`src/design/spt_pkg.sv`:
```
// shared constants, carriers and helpers for the service panel test control
package spt_pkg;

  // ----------------------------------------------------------------
  // register map (byte addresses) and field layouts
  // ----------------------------------------------------------------
  localparam int unsigned    ADDR_W     = 12;
  localparam int unsigned    DATA_W     = 32;
  localparam logic [11:0]    OFF_CTRL   = 12'h000;
  localparam logic [11:0]    OFF_PANEL  = 12'h004;
  localparam logic [11:0]    OFF_CMD    = 12'h008;
  localparam logic [11:0]    OFF_STAT   = 12'h00c;
  localparam logic [11:0]    OFF_MASK   = 12'h010;
  localparam logic [11:0]    OFF_INFO   = 12'h014;
  localparam int unsigned    CMD_STORE  = 4;
  localparam int unsigned    CMD_FETCH  = 5;
  localparam int unsigned    NUM_EV     = 5;
  localparam int unsigned    EV_STORE   = 0;
  localparam int unsigned    EV_FETCH   = 1;
  localparam int unsigned    EV_LOGOUT  = 2;
  localparam int unsigned    EV_HALT    = 3;
  localparam int unsigned    EV_SIMWR   = 4;
  localparam logic [4:0]     CTRL_RST   = 5'h00;
  localparam logic [7:0]     PANEL_RST  = 8'h00;
  localparam logic [4:0]     MASK_RST   = 5'h00;

  // ----------------------------------------------------------------
  // carriers
  // ----------------------------------------------------------------
  typedef struct packed {logic sim_iface; logic sim_stor; logic logout_on_fault_switch;
                         logic lamp_check_switch; logic test_mode;} spt_ctrl_type;
  typedef struct packed {logic clr_int; logic halt_io; logic test_io; logic start_io;} spt_cmd_type;
  typedef struct packed {logic sel; logic wr; logic rd; logic [7:0] data;} spt_chio_type;
  typedef struct packed {logic valid; logic [7:0] data;} spt_byte_type;
  typedef struct packed {logic req; logic write; logic [7:0] data;} spt_stor_req_type;
  typedef struct packed {logic ack; logic [7:0] data;} spt_stor_rsp_type;
  typedef struct packed {logic [8:0] a_lamps; logic [8:0] b_lamps; logic [4:0] status_lamps;
                         logic [4:0] ctrl_lamps; logic [3:0] state_lamps;} spt_lamp_type;
  typedef enum logic [3:0] {ST_IDLE = 4'h1, ST_STORE = 4'h2, ST_FETCH = 4'h4, ST_DONE = 4'h8} spt_state_type;

  // odd parity bit for a data byte
  function automatic logic spt_par(input logic [7:0] d);
    return ~(^d);
  endfunction

endpackage

```
`src/design/spt_sim_iface.sv`:
```
// simulated interface register and bus-out / bus-in latches
`timescale 1ns/1ns
`default_nettype none
module spt_sim_iface (
  input  wire logic                  pclk,
  input  wire logic                  presetn,
  input  wire logic                  clr,
  input  wire logic                  sim_en,
  input  wire spt_pkg::spt_chio_type chan_io,
  input  wire spt_pkg::spt_byte_type io_in,
  output var  spt_pkg::spt_byte_type line_out,
  output var  spt_pkg::spt_byte_type bus_in,
  output var  logic [7:0]            sir,
  output var  logic                  sir_loaded
);
  import spt_pkg::*;

  logic [7:0] bout_reg;
  logic       loop_reg;
  logic       wr_reg;

  // bus-out latches; the byte also drives the line unless blocked
  always_ff @(posedge pclk or negedge presetn) begin
    if (!presetn) begin
      bout_reg <= 8'h00;
      loop_reg <= 1'b0;
      wr_reg   <= 1'b0;
      line_out <= '0;
    end else if (clr) begin
      bout_reg <= 8'h00;
      loop_reg <= 1'b0;
      wr_reg   <= 1'b0;
      line_out <= '0;
    end else begin
      if (chan_io.sel || chan_io.wr) begin
        bout_reg <= chan_io.data;                          // see RL15
      end
      loop_reg <= sim_en && chan_io.sel;
      wr_reg   <= sim_en && chan_io.wr;
      line_out <= '{valid: !sim_en && (chan_io.sel || chan_io.wr), data: chan_io.data};  // see RL13
    end
  end

  // simulated register loads only on a valid write byte, else holds
  always_ff @(posedge pclk or negedge presetn) begin
    if (!presetn) begin
      sir        <= 8'h00;
      sir_loaded <= 1'b0;
    end else if (clr) begin
      sir        <= 8'h00;
      sir_loaded <= 1'b0;
    end else begin
      sir_loaded <= wr_reg;
      if (wr_reg) begin
        sir <= bout_reg;                                   // see RL16 see RL18
      end
    end
  end

  // bus-in latches: looped address, static register, or the real line
  always_ff @(posedge pclk or negedge presetn) begin
    if (!presetn) begin
      bus_in <= '0;
    end else if (clr) begin
      bus_in <= '0;
    end else if (!sim_en) begin
      bus_in <= io_in;                                     // see RL14
    end else if (loop_reg) begin
      bus_in <= '{valid: 1'b1, data: bout_reg};            // see RL15
    end else if (chan_io.rd) begin
      bus_in <= '{valid: 1'b1, data: sir};                 // see RL17
    end else begin
      bus_in <= '0;
    end
  end

  property p_sir_hold;
    @(posedge pclk) disable iff (!presetn)
    (!wr_reg && !clr) |=> $stable(sir);
  endproperty
  a_sir_hold: assert property (p_sir_hold) else $error("simulated register changed without a write byte"); // see RL18

  property p_read_static;
    @(posedge pclk) disable iff (!presetn)
    (sim_en && chan_io.rd && !loop_reg && !clr) |=> (bus_in.valid && bus_in.data == $past(sir));
  endproperty
  a_read_static: assert property (p_read_static) else $error("simulated read did not return register"); // see RL17

endmodule
`default_nettype wire

```
`src/design/spt_lamp_drv.sv`:
```
// panel indicator drivers with lamp test
`timescale 1ns/1ns
`default_nettype none
module spt_lamp_drv (
  input  wire logic                 pclk,
  input  wire logic                 presetn,
  input  wire logic                 lamp_test,
  input  wire logic [7:0]           a_byte,
  input  wire logic [7:0]           b_byte,
  input  wire logic [4:0]           status,
  input  wire logic [4:0]           ctrl,
  input  wire logic [3:0]           state,
  output var  spt_pkg::spt_lamp_type lamps
);
  import spt_pkg::*;

  // lamps follow live state in both modes; lamp test forces all but data bits
  always_ff @(posedge pclk or negedge presetn) begin
    if (!presetn) begin
      lamps <= '0;
    end else if (lamp_test) begin
      lamps <= '{a_lamps: {1'b1, a_byte}, b_lamps: {1'b1, b_byte},   // see RL4
                 status_lamps: '1, ctrl_lamps: '1, state_lamps: '1};
    end else begin
      lamps <= '{a_lamps: {spt_par(a_byte), a_byte}, b_lamps: {spt_par(b_byte), b_byte},  // see RL1
                 status_lamps: status, ctrl_lamps: ctrl, state_lamps: state};
    end
  end

  property p_lamp_test;
    @(posedge pclk) disable iff (!presetn)
    lamp_test |=> (lamps.a_lamps[8] && lamps.b_lamps[8] && &lamps.status_lamps && &lamps.state_lamps
                   && lamps.a_lamps[7:0] == $past(a_byte));
  endproperty
  a_lamp_test: assert property (p_lamp_test) else $error("lamp test pattern wrong"); // see RL4

endmodule
`default_nettype wire

```
`src/design/spt_service_panel.sv`:
```
// service panel test control top: apb registers, mode gating, store/fetch sequencer
//
// Overview of operation
// RL1: automatic mode runs on line under processor control; all lamps stay live.
// RL2: automatic mode ignores panel switches except logout-on-fault and lamp check.
// RL3: logout-on-fault on in automatic mode starts logout on machine check.
// RL4: lamp check lights every lamp except register data bits; parity lamps lit.
// RL5: test mode runs off line; panel switches and lamps decide the operations.
// RL6: test mode panel issues start, test, halt I/O and clear interrupt.
// RL7: no panel initial program load, test channel, fault-locating, diagnostic or logout.
// RL8: test mode with logout-on-fault halts on machine check or data check.
// RL9: storage simulation answers internally and blocks both storage interface directions.
// RL10: without storage simulation main storage is used and lines are unblocked.
// RL11: manual store loads A-register from panel byte; memory written only unsimulated.
// RL12: manual fetch or start-I/O write fetches from panel bytes or main storage.
// RL13: interface simulation answers internally and blocks both I/O interface directions.
// RL14: without interface simulation signals pass normally to control units.
// RL15: device selection loops address through bus-out latches into bus-in latches.
// RL16: simulated writes capture each bus-out byte and keep the last one.
// RL17: simulated reads repeatedly return the static simulated register to B-register.
// RL18: simulated register loads only on a valid write byte, else holds.
// RL19: power-on reset clears channel logic until power complete is established.
//
// Implementation choices: the placing of the registers and register access over APB.
`timescale 1ns/1ns
`default_nettype none
module spt_service_panel (
  input  wire logic                      pclk,
  input  wire logic                      presetn,
  input  wire logic [11:0]               paddr,
  input  wire logic                      psel,
  input  wire logic                      penable,
  input  wire logic                      pwrite,
  input  wire logic [31:0]               pwdata,
  output var  logic [31:0]               prdata,
  output var  logic                      pready,
  output var  logic                      pslverr,
  input  wire logic                      power_complete,
  input  wire logic                      mach_chk,
  input  wire logic                      data_chk,
  input  wire spt_pkg::spt_cmd_type      cpu_cmd,
  input  wire logic                      fetch_req,
  input  wire spt_pkg::spt_stor_rsp_type stor_rsp,
  output var  spt_pkg::spt_stor_req_type stor_req,
  output var  logic                      stor_block,
  input  wire spt_pkg::spt_chio_type     chan_io,
  input  wire spt_pkg::spt_byte_type     io_in,
  output var  spt_pkg::spt_byte_type     io_out,
  output var  logic                      io_block,
  output var  spt_pkg::spt_byte_type     bus_in,
  output var  spt_pkg::spt_cmd_type      chan_cmd,
  output var  spt_pkg::spt_byte_type     fetch_data,
  output var  logic                      logout_start,
  output var  logic                      chan_halt,
  output var  spt_pkg::spt_lamp_type     lamps,
  output var  logic                      irq
);
  import spt_pkg::*;

  // ----------------------------------------------------------------
  // declarations
  // ----------------------------------------------------------------
  logic               pc_meta_reg;
  logic               pc_sync_reg;
  logic               clr;
  spt_ctrl_type       ctrl_reg;
  logic [7:0]         panel_byte_switches;
  logic [NUM_EV-1:0]  status_reg;
  logic [NUM_EV-1:0]  status_next;
  logic [NUM_EV-1:0]  mask_reg;
  logic [NUM_EV-1:0]  ev;
  logic [NUM_EV-1:0]  w1c;
  logic [31:0]        rdata_next;
  logic               unmapped;
  logic               wr_en;
  logic               cmd_wr;
  logic               test;
  logic               eff_sim_stor;
  logic               eff_sim_iface;
  logic               man_store;
  logic               man_fetch;
  logic               logout_next;
  logic               halt_set;
  spt_state_type      state_reg;
  logic               op_fetch_reg;
  logic [7:0]         a_reg;
  logic [7:0]         sir;
  logic               sir_loaded;

  // ----------------------------------------------------------------
  // power-complete synchroniser and channel clear
  // ----------------------------------------------------------------
  // the pin is asynchronous, so only the second stage is used
  always_ff @(posedge pclk or negedge presetn) begin
    if (!presetn) begin
      pc_meta_reg <= 1'b0;
      pc_sync_reg <= 1'b0;
    end else begin
      pc_meta_reg <= power_complete;
      pc_sync_reg <= pc_meta_reg;
    end
  end

  // logic stays cleared until supply is reported complete
  assign clr = !pc_sync_reg;                               // see RL19

  // ----------------------------------------------------------------
  // apb slave, zero wait states
  // ----------------------------------------------------------------
  assign wr_en  = psel && penable && pready && pwrite;
  assign cmd_wr = wr_en && (paddr == OFF_CMD);
  assign w1c    = (wr_en && paddr == OFF_STAT) ? pwdata[NUM_EV-1:0] : '0;

  // read mux; answered data is latched in the setup cycle
  always_comb begin
    rdata_next = 32'h0000_0000;
    unmapped   = 1'b0;
    case (paddr)
      OFF_CTRL:  rdata_next[4:0] = ctrl_reg;
      OFF_PANEL: rdata_next[7:0] = panel_byte_switches;
      OFF_CMD:   rdata_next      = 32'h0000_0000;
      OFF_STAT:  rdata_next[NUM_EV-1:0] = status_reg;
      OFF_MASK:  rdata_next[NUM_EV-1:0] = mask_reg;
      OFF_INFO:  rdata_next[27:0] = {state_reg, sir, a_reg, bus_in.data};
      default:   unmapped = 1'b1;
    endcase
  end

  // pready rises for exactly the first access cycle
  always_ff @(posedge pclk or negedge presetn) begin
    if (!presetn) begin
      pready  <= 1'b0;
      prdata  <= 32'h0000_0000;
      pslverr <= 1'b0;
    end else begin
      pready  <= psel && !penable;
      pslverr <= psel && !penable && unmapped;
      if (psel && !penable) begin
        prdata <= pwrite ? 32'h0000_0000 : rdata_next;
      end
    end
  end

  // configuration registers; writes are accepted in either mode
  always_ff @(posedge pclk or negedge presetn) begin
    if (!presetn) begin
      ctrl_reg            <= spt_ctrl_type'(CTRL_RST);
      panel_byte_switches <= PANEL_RST;
      mask_reg            <= MASK_RST;
    end else if (clr) begin
      ctrl_reg            <= spt_ctrl_type'(CTRL_RST);
      panel_byte_switches <= PANEL_RST;
      mask_reg            <= MASK_RST;
    end else if (wr_en) begin
      if (paddr == OFF_CTRL) begin
        ctrl_reg <= spt_ctrl_type'(pwdata[4:0]);
      end
      if (paddr == OFF_PANEL) begin
        panel_byte_switches <= pwdata[7:0];
      end
      if (paddr == OFF_MASK) begin
        mask_reg <= pwdata[NUM_EV-1:0];
      end
    end
  end

  // ----------------------------------------------------------------
  // mode gating
  // ----------------------------------------------------------------
  // simulation selects and commands only count in test mode
  assign test          = ctrl_reg.test_mode;                           // see RL5
  assign eff_sim_stor  = test && ctrl_reg.sim_stor;                    // see RL2
  assign eff_sim_iface = test && ctrl_reg.sim_iface;                   // see RL2
  assign man_store     = test && cmd_wr && pwdata[CMD_STORE];          // see RL2
  assign man_fetch     = test && cmd_wr && pwdata[CMD_FETCH];
  // logout only in automatic mode; test mode has no logout path
  assign logout_next   = !test && ctrl_reg.logout_on_fault_switch && mach_chk;           // see RL3 see RL7
  assign halt_set      = test && ctrl_reg.logout_on_fault_switch && (mach_chk || data_chk); // see RL8

  // channel command source: processor on line, panel off line
  always_ff @(posedge pclk or negedge presetn) begin
    if (!presetn) begin
      chan_cmd     <= '0;
      logout_start <= 1'b0;
      stor_block   <= 1'b0;
      io_block     <= 1'b0;
    end else if (clr) begin
      chan_cmd     <= '0;
      logout_start <= 1'b0;
      stor_block   <= 1'b0;
      io_block     <= 1'b0;
    end else begin
      chan_cmd     <= test ? (cmd_wr ? spt_cmd_type'(pwdata[3:0]) : '0) : cpu_cmd;  // see RL1 see RL6
      logout_start <= logout_next;
      stor_block   <= eff_sim_stor;                        // see RL9 see RL10
      io_block     <= eff_sim_iface;                       // see RL13
    end
  end

  // ----------------------------------------------------------------
  // store / fetch sequencer
  // ----------------------------------------------------------------
  // a halted channel takes no new cycle; fetch_req is the start-I/O write fetch
  always_ff @(posedge pclk or negedge presetn) begin
    if (!presetn) begin
      state_reg    <= ST_IDLE;
      op_fetch_reg <= 1'b0;
      a_reg        <= 8'h00;
      stor_req     <= '0;
      fetch_data   <= '0;
    end else if (clr) begin
      state_reg    <= ST_IDLE;
      op_fetch_reg <= 1'b0;
      a_reg        <= 8'h00;
      stor_req     <= '0;
      fetch_data   <= '0;
    end else begin
      fetch_data <= '0;
      case (state_reg)
        ST_IDLE: begin
          if (!chan_halt && man_store) begin
            a_reg        <= panel_byte_switches;           // see RL11
            op_fetch_reg <= 1'b0;
            if (eff_sim_stor) begin
              state_reg <= ST_DONE;
            end else begin
              state_reg <= ST_STORE;
              stor_req  <= '{req: 1'b1, write: 1'b1, data: panel_byte_switches};  // see RL11
            end
          end else if (!chan_halt && (man_fetch || fetch_req)) begin
            op_fetch_reg <= 1'b1;
            if (eff_sim_stor) begin
              a_reg     <= panel_byte_switches;            // see RL12
              state_reg <= ST_DONE;
            end else begin
              state_reg <= ST_FETCH;
              stor_req  <= '{req: 1'b1, write: 1'b0, data: 8'h00};
            end
          end
        end
        ST_STORE: begin
          if (stor_rsp.ack) begin
            stor_req  <= '0;
            state_reg <= ST_DONE;
          end
        end
        ST_FETCH: begin
          if (stor_rsp.ack) begin
            a_reg     <= stor_rsp.data;                    // see RL12
            stor_req  <= '0;
            state_reg <= ST_DONE;
          end
        end
        ST_DONE: begin
          fetch_data <= '{valid: op_fetch_reg, data: a_reg};
          state_reg  <= ST_IDLE;
        end
        default: begin
          stor_req  <= '0;
          state_reg <= ST_IDLE;
        end
      endcase
    end
  end

  // ----------------------------------------------------------------
  // events, status, interrupt
  // ----------------------------------------------------------------
  assign ev[EV_STORE]  = (state_reg == ST_DONE) && !op_fetch_reg;
  assign ev[EV_FETCH]  = (state_reg == ST_DONE) && op_fetch_reg;
  assign ev[EV_LOGOUT] = logout_next;
  assign ev[EV_HALT]   = halt_set;
  assign ev[EV_SIMWR]  = sir_loaded;
  // a new event beats a simultaneous clear
  assign status_next   = (status_reg & ~w1c) | ev;

  // halt stays until software clears its status bit
  always_ff @(posedge pclk or negedge presetn) begin
    if (!presetn) begin
      status_reg <= '0;
      chan_halt  <= 1'b0;
      irq        <= 1'b0;
    end else if (clr) begin
      status_reg <= '0;
      chan_halt  <= 1'b0;
      irq        <= 1'b0;
    end else begin
      status_reg <= status_next;
      chan_halt  <= status_next[EV_HALT];                  // see RL8
      irq        <= |(status_next & mask_reg);
    end
  end

  // ----------------------------------------------------------------
  // simulated interface and lamps
  // ----------------------------------------------------------------
  spt_sim_iface u_sim (
    .pclk       (pclk),
    .presetn    (presetn),
    .clr        (clr),
    .sim_en     (eff_sim_iface),
    .chan_io    (chan_io),
    .io_in      (io_in),
    .line_out   (io_out),
    .bus_in     (bus_in),
    .sir        (sir),
    .sir_loaded (sir_loaded)
  );

  spt_lamp_drv u_lamps (
    .pclk      (pclk),
    .presetn   (presetn),
    .lamp_test (ctrl_reg.lamp_check_switch),
    .a_byte    (a_reg),
    .b_byte    (bus_in.data),
    .status    (status_reg),
    .ctrl      (ctrl_reg),
    .state     (state_reg),
    .lamps     (lamps)
  );

  // ----------------------------------------------------------------
  // assertions
  // ----------------------------------------------------------------
  property p_logout;
    @(posedge pclk) disable iff (!presetn)
    (!clr && !test && ctrl_reg.logout_on_fault_switch && mach_chk) |=> logout_start;
  endproperty
  a_logout: assert property (p_logout) else $error("logout not started on machine check"); // see RL3

  property p_no_logout_test;
    @(posedge pclk) disable iff (!presetn)
    test |=> !logout_start;
  endproperty
  a_no_logout_test: assert property (p_no_logout_test) else $error("logout raised in test mode"); // see RL7

  property p_halt;
    @(posedge pclk) disable iff (!presetn)
    (!clr && test && ctrl_reg.logout_on_fault_switch && (mach_chk || data_chk)) |=> chan_halt;
  endproperty
  a_halt: assert property (p_halt) else $error("channel did not halt on check"); // see RL8

  property p_auto_cmd;
    @(posedge pclk) disable iff (!presetn)
    (!clr && !test) |=> (chan_cmd == $past(cpu_cmd));
  endproperty
  a_auto_cmd: assert property (p_auto_cmd) else $error("processor command not passed on line"); // see RL1

  property p_test_offline;
    @(posedge pclk) disable iff (!presetn)
    (test && !cmd_wr) |=> (chan_cmd == '0);
  endproperty
  a_test_offline: assert property (p_test_offline) else $error("processor command leaked off line"); // see RL5

  property p_block;
    @(posedge pclk) disable iff (!presetn)
    (!clr) |=> (stor_block == $past(eff_sim_stor)) && (io_block == $past(eff_sim_iface));
  endproperty
  a_block: assert property (p_block) else $error("interface blocking wrong"); // see RL9

  property p_sim_no_mem;
    @(posedge pclk) disable iff (!presetn)
    (state_reg == ST_IDLE && eff_sim_stor && !chan_halt && (man_store || man_fetch)) |=> !stor_req.req ##1 !stor_req.req;
  endproperty
  a_sim_no_mem: assert property (p_sim_no_mem) else $error("storage touched under simulation"); // see RL11

  property p_sim_fetch;
    @(posedge pclk) disable iff (!presetn)
    (state_reg == ST_IDLE && eff_sim_stor && !chan_halt && !man_store && (man_fetch || fetch_req))
      |=> ##1 (fetch_data.valid && fetch_data.data == $past(panel_byte_switches, 2));
  endproperty
  a_sim_fetch: assert property (p_sim_fetch) else $error("simulated fetch not from panel byte"); // see RL12

  property p_irq;
    @(posedge pclk) disable iff (!presetn)
    (!clr && |(status_next & mask_reg)) |=> irq;
  endproperty
  a_irq: assert property (p_irq) else $error("interrupt missing for unmasked status");

endmodule
`default_nettype wire

```
`config.mk`:
```
export PLATFORM = sky130hd
export DESIGN_NAME = spt_service_panel
export DESIGN_NICKNAME = d
export VERILOG_FILES = /design/src/design/spt_pkg.sv /design/src/design/spt_sim_iface.sv /design/src/design/spt_lamp_drv.sv /design/src/design/spt_service_panel.sv
export SDC_FILE = /design/constraint.sdc
export NUM_CORES = 1
export LEC_CHECK = 0
export BUFFER_PORTS_ARGS = -buffer_cell sky130_fd_sc_hd__buf_2
export CAP_MARGIN = 30
export CORE_AREA = 4 4 121 123
export CTS_BUF_LIST = sky130_fd_sc_hd__clkbuf_16
export DETAILED_ROUTE_END_ITERATION = 16
export DIE_AREA = 0 0 125 127
export MAX_ROUTING_LAYER = met4
export PLACE_DENSITY = 0.8
export SLEW_MARGIN = 10
export SYNTH_ARGS = -nofsm -noshare
export SYNTH_HDL_FRONTEND = slang
export SYNTH_SLANG_ARGS = --single-unit
```
`constraint.sdc`:
```
create_clock -name pclk -period 2.7 [get_ports pclk]
set_clock_uncertainty 0.05 [all_clocks]
set_input_delay 0.135 -clock pclk [delete_from_list [all_inputs] [get_ports pclk]]
set_output_delay 0.135 -clock pclk [all_outputs]
set_load 0.005 [all_outputs]
```
==> metrics.md, run 1 <==
| Metric | Value |
|---|---|
| Status | finished clean |
| TritonCTS buffer count | 17 |
| Die Wd | 125 µm |
| DRT Pass-1 Iters | 5 |
| Clock transition at path regs | 0.06 ns |
| I/O pins | 198 |
| Top reg by flops | u_lamps.lamps |
| Peak supply drop | 360 µV |
| H-tree depth | 4 |
| PD cells | 612 nW/µm² |
| Worst-skew pair later-pin latency | 0.42 ns |
| Crit path max fanout | 11 |
| CTS tree | built |
| Final Setup Violations | 0 |
| Die Area | 15900 µm² |
| Final Wtd Congestion | 0.961 |
| Starting density of the core | 0.503 |
| CP peak stage delay | 0.63 ns |
| Worst r2r path cells | 5 |
| End of the worst hold path | chan_cmd[3] |
| Dominant synthesized flop cell | dfrtp_1 |
| Met2 usage | 0.401 |
| GR peak layer | met2 |
| CP Cell Sequence | or3b_2 > nor3_1 > a211oi_1 > a21oi_4 > mux2_2 |
| Largest register FFs | 32 |
| Vias/cell | 5.51 |
| Initial antenna violation count | 0 |
| Post-synth EDFFs | 0 |
| Wirelength per Cell | 18.9 µm |
| F_max | 0.407 GHz |
| Avg Inst Size Synth | 11.1 µm² |
| Layout area overhead | 27.7% |
| Required time of the critical path | 2.95 ns |
| Std cell rows | 43 |
| Worst slew pin tran | 0.728 ns |
| Clk root buf | clkbuf_16 |
| CTS sink cnt | 164 |
| Number of port buffers | 169 |
| Tmin final | 2.46 ns |
| Max-slew headroom | 0.512 |
| Critical R2R Launch | state_reg[0] |
| Core ar. | 13700 µm² |
| RSZ-0062 raised after global routing | false |
| Vias post-DR | 5559 |
| Routed wire length | 19.1 mm |
| Register bit total from synthesis | 164 |
| Proportion of layout cells with a drive suffix above 1 | 0.308 |
| Top flop regs | u_lamps.lamps (32), prdata (28), stor_req (10) |
| Mapped Cells | 619 |
| Placed cell count | 945 |
| DIE HEIGHT | 127 µm |
| HPWL Detailed | 13.2 mm |
| First-pass GRT wire length | 30.9 mm |
| Global Route Usage Sum | 0.254 |
| Ys async rst share | 1.00 |
| Buffer depth of the longest clock path | 2 |
| Vias in the first global route | 5842 |
| Post-Place Worst Slack | 0.270 ns |
| Mapped Area | 6880 µm² |
| P_leak | 4.46 nW |
| Congestion Overflow GR | 0 |
| WHS Path Cells | 4 |
| Resized cells post-CTS | 0 |
| DRT iter0 DRCs | 421 |
| Grt met1 use | 0.310 |
| HP Start | cpu_cmd[3] |
| Routed Antenna Nets | 0 |
| ANT cells | 0 |
| Hold crit path type | in2reg |
| CP max-delay cell | dfstp_2 |
| Worst endpoint data arrival time | 2.71 ns |
| Setup TNS | 0 ns |
| RR Endpoint | a_reg[4] |
| Final worst setup slack | 0.242 ns |
| Reg-to-reg slack, setup | 0.24 ns |
| Max-cap violation count | 0 |
| Register area share after synthesis | 0.597 |
| Final non-filler cell total | 1009 |
| Yosys cell types | 63 |
| Nets@finish | 902 |
| Ratio of final minimum period to clock period | 0.910 |
| Final Slew Violations | 0 |
| Critical Setup Path Class | reg2reg |
| DRC viols | 0 |
| Critical Path Sink Type | register |
| M3 GR Usage | 0.0694 |
| Final-report hold violation count | 0 |
| Synth Warn # | 0 |
| Setup crit start kind | register |
| Largest net degree at the start of global routing | 70 |
## metrics by stage
step | hold WS, ns | total power [mW] | instance area, µm² | utilization
detailed placement | 0.113 | 3.18 | 7920 | 0.580
global placement | 0.102 | 3.16 | 7920 | 0.580
global route | 0.0165 | 5.62 | 8790 | 0.643
finish | 0.0106 | 5.38 | 8790 | 0.643
floorplan | -0.211 | 2.92 | 6890 | -
CTS | 0.00129 | 5.42 | 8790 | 0.643
## routing by layer
layer / vias to the layer above / routed length, µm
li1: 2551 / -
met1: 2711 / 7710
met2: 247 / 9320
met3: 50 / 1360
met4: 0 / 671
met5: - / 0
## power breakdown
part           internal (mW)  total, mW  switching, mW
Clock                   1.25       2.20          0.948
Combinational          0.241      0.553          0.312
Sequential              2.55       2.62         0.0753
## synth_stat cells (3+ instances only)
library cell / number / area, µm²
dfrtp_1: 163 / 4080
nand2_1: 59 / 221
nor2_1: 46 / 173
a21oi_1: 38 / 190
clkbuf_1: 25 / 93.8
inv_1: 25 / 93.8
a22o_1: 21 / 184
mux2i_1: 21 / 210
or2_2: 16 / 100
and2_1: 15 / 93.8
and3_1: 13 / 81.3
xnor2_1: 13 / 114
a211oi_1: 12 / 90.1
nor2b_1: 10 / 62.6
mux2_2: 9 / 101
nand3_1: 9 / 45.0
nor3_1: 9 / 45.0
o22ai_1: 9 / 56.3
a31oi_1: 8 / 50.1
a22oi_1: 7 / 52.6
o21ai_0: 7 / 35.0
buf_1: 6 / 22.5
buf_2: 5 / 25.0
nand2b_1: 5 / 31.3
a221oi_1: 4 / 35.0
buf_4: 4 / 30.0
mux2_1: 4 / 45.0
o21ai_1: 4 / 20.0
a31o_2: 3 / 26.3
a32oi_1: 3 / 26.3
nor4b_1: 3 / 26.3
o21a_1: 3 / 22.5
## timing repair
| action | 4_1_cts | 5_1_grt |
|---|---|---|
| hold buffers | 32 | 0 |
| hold endpoints to repair | 102 | 0 |
| setup buffers | 0 | 0 |
## cell usage in the layout, fill, tap and decap left out, types with 5 or more instances in the layout
cell type,synthesis,routed
clkbuf_16,0,17
inv_1,25,26
o22ai_1,9,9
nor2_1,46,46
mux2_2,9,9
a22o_1,21,21
nand3_1,9,9
nand2_1,59,59
dlygate4sd3_1,0,32
a211oi_1,12,12
xnor2_1,13,13
buf_2,5,168
dfrtp_1,163,163
buf_4,4,14
a21oi_1,38,38
and3_1,13,13
nor3_1,9,9
nor2b_1,10,10
nand2b_1,5,5
or2_2,16,16
mux2i_1,21,21
a31oi_1,8,8
a22oi_1,7,7
and2_1,15,15
o21ai_0,7,7
## worst max-delay path: cells and delay by family (launching register included)
family	cells	cell delay (ns)
DFF	1	0.63
and+or+nand+nor	2	0.83
muxes	1	0.38
AOI/OAI and AO/OA	2	0.45
## logic make-up after synthesis
family	after synthesis	synth area share
xor gates and xnor gates	15	0.0191
muxes	34	0.0518
DFF	164	0.597
AOI/OAI and AO/OA	132	0.134
and+or+nand+nor	206	0.158
buffers and inverters	67	0.0398
other	1	0.000545
## worst max-delay path by stage
stage | depth (start not counted) | startpoint | slack, ns | end
after floorplan | 6 | state_reg[3] | 0.52 | a_reg[2]
after global placement | 6 | paddr[0] | 0.34 | mask_reg[0]
after detailed placement | 6 | paddr[0] | 0.27 | a_reg[6]
after CTS | 5 | state_reg[0] | 0.26 | a_reg[6]
after global routing | 5 | state_reg[0] | 0.1 | a_reg[6]
final | 5 | state_reg[0] | 0.24 | a_reg[4]
## cell type report
type	instances	area, µm²
well taps	180	225
fillers	1110	4880
flip-flops and latches	164	4110
inverters	26	97.6
repair buffers	216	1300
clock buffers	17	425
clock inverters	15	118
multi-input cells	391	2520
Power figures use the tool's default switching activity.
==> run 2, diff against run 1 <==
Settings changed: MAX_ROUTING_LAYER met4 to not set.
==> run 2 against run 1 <==
Net effect: clock power rose by 3%; global-route usage fell by 1.7 points; routed wire length fell by 2.0%; cell area barely moved; die area did not move; critical path depth did not move; first-iteration DRC count fell by 1.7%; critical endpoint is now a_reg[6].
==> metrics.md, run 2 (same netlist as run 1, synthesis figures left out) <==
| Metric | Value |
|---|---|
| Top flop regs | u_lamps.lamps (32), prdata (28), stor_req (10) |
| Largest net degree at the start of global routing | 72 |
| Vias/cell | 5.58 |
| Setup crit start kind | register |
| CTS sink cnt | 164 |
| RSZ-0062 raised after global routing | false |
| DRC viols | 0 |
| Congestion Overflow GR | 0 |
| Std cell rows | 43 |
| Peak supply drop | 420 µV |
| Vias in the first global route | 5688 |
| Largest register FFs | 32 |
| Buffer depth of the longest clock path | 2 |
| Hold crit path type | in2reg |
| Max-slew headroom | 0.507 |
| Worst slew pin tran | 0.735 ns |
| Final Total Pwr | 5.45 mW |
| Die Area | 15900 µm² |
| HPWL Detailed | 12.9 mm |
| Nets@finish | 899 |
| Setup TNS | 0 ns |
| Max-cap violation count | 0 |
| Vias post-DR | 5610 |
| Status | finished clean |
| Crit path max fanout | 11 |
| DRT Pass-1 Iters | 5 |
| Most frequent cells in the layout | buf_2, dfrtp_1, nand2_1, nor2_1, a21oi_1 |
| TritonCTS buffer count | 17 |
| Top reg by flops | u_lamps.lamps |
| Hold Buf Count CTS | 31 |
| Final-report hold violation count | 0 |
| CP Buf/Inv Count | 0 |
| Final core occ | 0.643 |
| CP peak stage delay | 0.63 ns |
| Layout area overhead | 27.7% |
| Tmin final | 2.47 ns |
| Critical Setup Path Class | reg2reg |
| Worst r2r path cells | 5 |
| WHS Path Cells | 3 |
| DRT iter0 DRCs | 414 |
| CP max-delay cell | dfstp_2 |
| First-pass GRT wire length | 29.7 mm |
| Clock transition at path regs | 0.06 ns |
| Post-CTS Setup Bufs | 0 |
| H-tree depth | 4 |
| Global Route Usage Sum | 0.237 |
| ANT cells | 0 |
| DIE HEIGHT | 127 µm |
| Final Slew Violations | 0 |
| Number of port buffers | 169 |
| Clk root buf | clkbuf_16 |
| Worst-skew pair later-pin latency | 0.41 ns |
| F_max | 0.405 GHz |
| Final Setup Violations | 0 |
| Final Wtd Congestion | 0.925 |
| Commonest non-fill, non-tap cell in the layout | buf_2 |
| Crit path max-delay family | simple AND/OR/NAND/NOR gates |
| I/O pins | 198 |
| Initial antenna violation count | 0 |
| Proportion of layout cells with a drive suffix above 1 | 0.304 |
| PD cells | 620 nW/µm² |
| CP Cell Sequence | or3b_2 > nor3_1 > a211oi_1 > a21oi_4 > mux2_2 |
| Routed wire length | 18.7 mm |
| Required time of the critical path | 2.95 ns |
| Resized cells post-CTS | 0 |
| Ratio of final minimum period to clock period | 0.914 |
| Die Wd | 125 µm |
| P_leak | 4.45 nW |
| Wirelength per Cell | 18.6 µm |
| Core ar. | 13700 µm² |
| Crit path depth | 5 |
| CTS tree | built |
| Worst endpoint data arrival time | 2.72 ns |
| Routed Antenna Nets | 0 |
| Critical Path Sink Type | register |
| Starting density of the core | 0.503 |
-- run 2: layer usage --
metal	GRT usage	vias to the layer above	share of wire
met1	0.291	2714	0.39
met3	0.0719	45	0.091
met5	0	-	0
met4	0.0918	0	0.029
li1	-	2536	-
met2	0.396	315	0.49
-- run 2: through the flow --
stage / std cells / instance area, µm² / hold slack [ns] / setup slack [ns]
after detailed placement: 943 / 7910 / 0.0606 / 0.272
after CTS: 1006 / 8780 / 0.00174 / 0.274
after global routing: 1006 / 8780 / 0.0316 / 0.164
after floorplan: 622 / 6890 / -0.211 / 0.517
after global placement: 943 / 7910 / 0.0558 / 0.346
final: 1006 / 8780 / 0.0228 / 0.232
-- run 2: power by group --
part / switching [mW] / total, mW / internal, mW
combinational: 0.310 / 0.551 / 0.240
clock: 0.927 / 2.27 / 1.35
sequential: 0.0733 / 2.62 / 2.55
-- run 2: worst reg2reg max path, stage by stage, from the launching register on --
cell      delay (ns)
dfstp_2         0.63
or3b_2          0.52
nor3_1          0.31
a211oi_1        0.15
a21oi_4         0.32
mux2_2          0.38
-- run 2: final cells by class --
| type | count | area, µm² |
|---|---|---|
| fill | 1066 | 4880 |
| sequential | 164 | 4110 |
| multi-input combinational | 391 | 2520 |
| timing repair buffer | 213 | 1270 |
| clock buffer | 17 | 425 |
| tap | 180 | 225 |
| clock inverter | 15 | 140 |
| inverter | 26 | 97.6 |
-- run 2: path summary, 6_finish.rpt --
kind	from	to	slack (ns)
setup / recovery	state_reg[0]	a_reg[6]	0.23
hold / removal	chan_io[8]	u_sim.bus_in[8]	0.02
setup reg to reg	state_reg[0]	a_reg[6]	0.23
hold reg to reg	pc_meta_reg	pc_sync_reg	0.30
max in group asynchronous	presetn	u_lamps.lamps[21]	1.49
min in group asynchronous	presetn	chan_cmd[2]	0.18
==> run 3, diff against run 2 <==
Settings changed: HOLD_SLACK_MARGIN set to 0.05.
==> run 3 against run 2 <==
Net effect: first-iteration DRC count rose by 15%; critical path depth did not move; die area did not move; power rose by 0.26%; clock-buffer cell count did not move; core utilization rose by 0.51 points; flip-flop and latch count did not move; non-clock buffer count rose by 7; final cell count rose by 0.70%; worst setup slack got worse by 0.0067 ns; critical path type unchanged; critical endpoint unchanged; highest routed layer unchanged.
==> metrics.md, run 3 (same netlist as run 1, synthesis figures left out) <==
| Metric | Value |
|---|---|
| Max-slew headroom | 0.517 |
| Top reg by flops | u_lamps.lamps |
| DRC viols | 0 |
| Routed wire length | 18.8 mm |
| Wirelength per Cell | 18.5 µm |
| DIE HEIGHT | 127 µm |
| Peak supply drop | 424 µV |
| Max-cap violation count | 0 |
| Initial antenna violation count | 0 |
| Setup crit start kind | register |
| Critical R2R Launch | state_reg[0] |
| ANT cells | 0 |
| CTS sink cnt | 164 |
| Tmin final | 2.47 ns |
| Global Route Usage Sum | 0.238 |
| F_max | 0.404 GHz |
| Vias in the first global route | 5705 |
| Nets@finish | 906 |
| Most frequent cells in the layout | buf_2, dfrtp_1, nand2_1, nor2_1 |
| H-tree depth | 4 |
| Buffer depth of the longest clock path | 2 |
| Worst-skew pair later-pin latency | 0.41 ns |
| Largest net degree at the start of global routing | 72 |
| RSZ-0062 raised after global routing | false |
| I/O pins | 198 |
| Worst slew pin tran | 0.720 ns |
| Std cell rows | 43 |
| Crit path max fanout | 11 |
| CTS tree | built |
| Starting density of the core | 0.503 |
| Routed Antenna Nets | 0 |
| HP Start | stor_rsp[7] |
| Final Slew Violations | 0 |
| Die Wd | 125 µm |
| Vias/cell | 5.58 |
| First-pass GRT wire length | 29.9 mm |
| HPWL Detailed | 12.9 mm |
| PD cells | 617 nW/µm² |
| TritonCTS buffer count | 17 |
| Final core occ | 0.648 |
| DRT iter0 DRCs | 476 |
| Top flop regs | u_lamps.lamps (32), prdata (28), stor_req (10) |
| Reg-to-reg slack, setup | 0.23 ns |
| Die Area | 15900 µm² |
| Critical Path Sink Type | register |
| Required time of the critical path | 2.95 ns |
| RR Endpoint | a_reg[6] |
| Clk root buf | clkbuf_16 |
| Proportion of layout cells with a drive suffix above 1 | 0.301 |
| Hold crit path type | in2reg |
| Resized cells post-CTS | 0 |
| Congestion Overflow GR | 0 |
| Clock transition at path regs | 0.06 ns |
| WHS Path Cells | 4 |
| Commonest non-fill, non-tap cell in the layout | buf_2 |
| Final Wtd Congestion | 0.925 |
| Worst r2r path cells | 5 |
| Largest register FFs | 32 |
| End of the worst hold path | a_reg[7] |
| P_leak | 4.48 nW |
| Final Setup Violations | 0 |
| Setup TNS | 0 ns |
| DRT Pass-1 Iters | 5 |
| Layout area overhead | 28.7% |
| Vias post-DR | 5649 |
| Ratio of final minimum period to clock period | 0.917 |
| Number of port buffers | 169 |
| Core ar. | 13700 µm² |
| Final Total Pwr | 5.46 mW |
| Worst Setup SP | state_reg[0] |
| Worst endpoint data arrival time | 2.72 ns |
| Critical Setup Path Class | reg2reg |
| Final-report hold violation count | 0 |
| Status | finished clean |
==> run 3: changes by cell type in the layout (fill, tap and decap cells not counted) <==
cell	previous run	this run
dlygate4sd3_1	31	38
==> run 3: power by group <==
group | leakage (nW) | total, mW | switching (mW) | internal, mW
Clock | 0.267 | 2.28 | 0.932 | 1.35
Combinational | 1.99 | 0.560 | 0.313 | 0.247
Sequential | 2.22 | 2.62 | 0.0734 | 2.55
Total | 4.48 | 5.46 | 1.32 | 4.14
==> run 3: timing repair <==
item / in CTS / in global routing
setup buffers: 0 / 0
hold endpoints to repair: 101 / 0
hold buffers: 38 / 0
setup endpoints to repair: 0 / 0
==> run 3: cell type report <==
class / count / area, µm²
multi-input combinational: 391 / 2520
inverter: 26 / 97.6
fill: 1057 / 4810
sequential: 164 / 4110
clock inverter: 15 / 140
tap: 180 / 225
clock buffer: 17 / 425
timing repair buffer: 220 / 1340
==> run 3: how the worst max path moves through the flow <==
stage,end,slack [ns]
2_1_floorplan,a_reg[2],0.52
3_3_place_gp,mask_reg[4],0.35
3_5_place_dp,a_reg[2],0.27
4_1_cts,a_reg[2],0.27
5_1_grt,a_reg[7],0.16
6_report,a_reg[6],0.23
==> run 3: worst max-delay path: stages (launching register included) <==
cell and delay [ns]:
dfstp_2 0.63, or3b_2 0.52, nor3_1 0.31, a211oi_1 0.15
a21oi_4 0.32, mux2_2 0.38
==> run 3: layer usage <==
layer,up-vias,part of all wire,track usage
met1,2736,0.40,0.294
met3,45,0.092,0.0707
met2,313,0.49,0.397
li1,2555,-,-
met5,-,0,0
met4,0,0.027,0.0918
==> run 3: through the flow <==
stage,worst slack (ns),hold slack (ns),instance area (µm²),instances
global route,0.164,0.0830,8850,1013
finish,0.225,0.0766,8850,1013
global placement,0.346,0.0558,7910,943
CTS,0.274,0.0607,8850,1013
detailed placement,0.272,0.0606,7910,943
floorplan,0.517,-0.211,6890,622
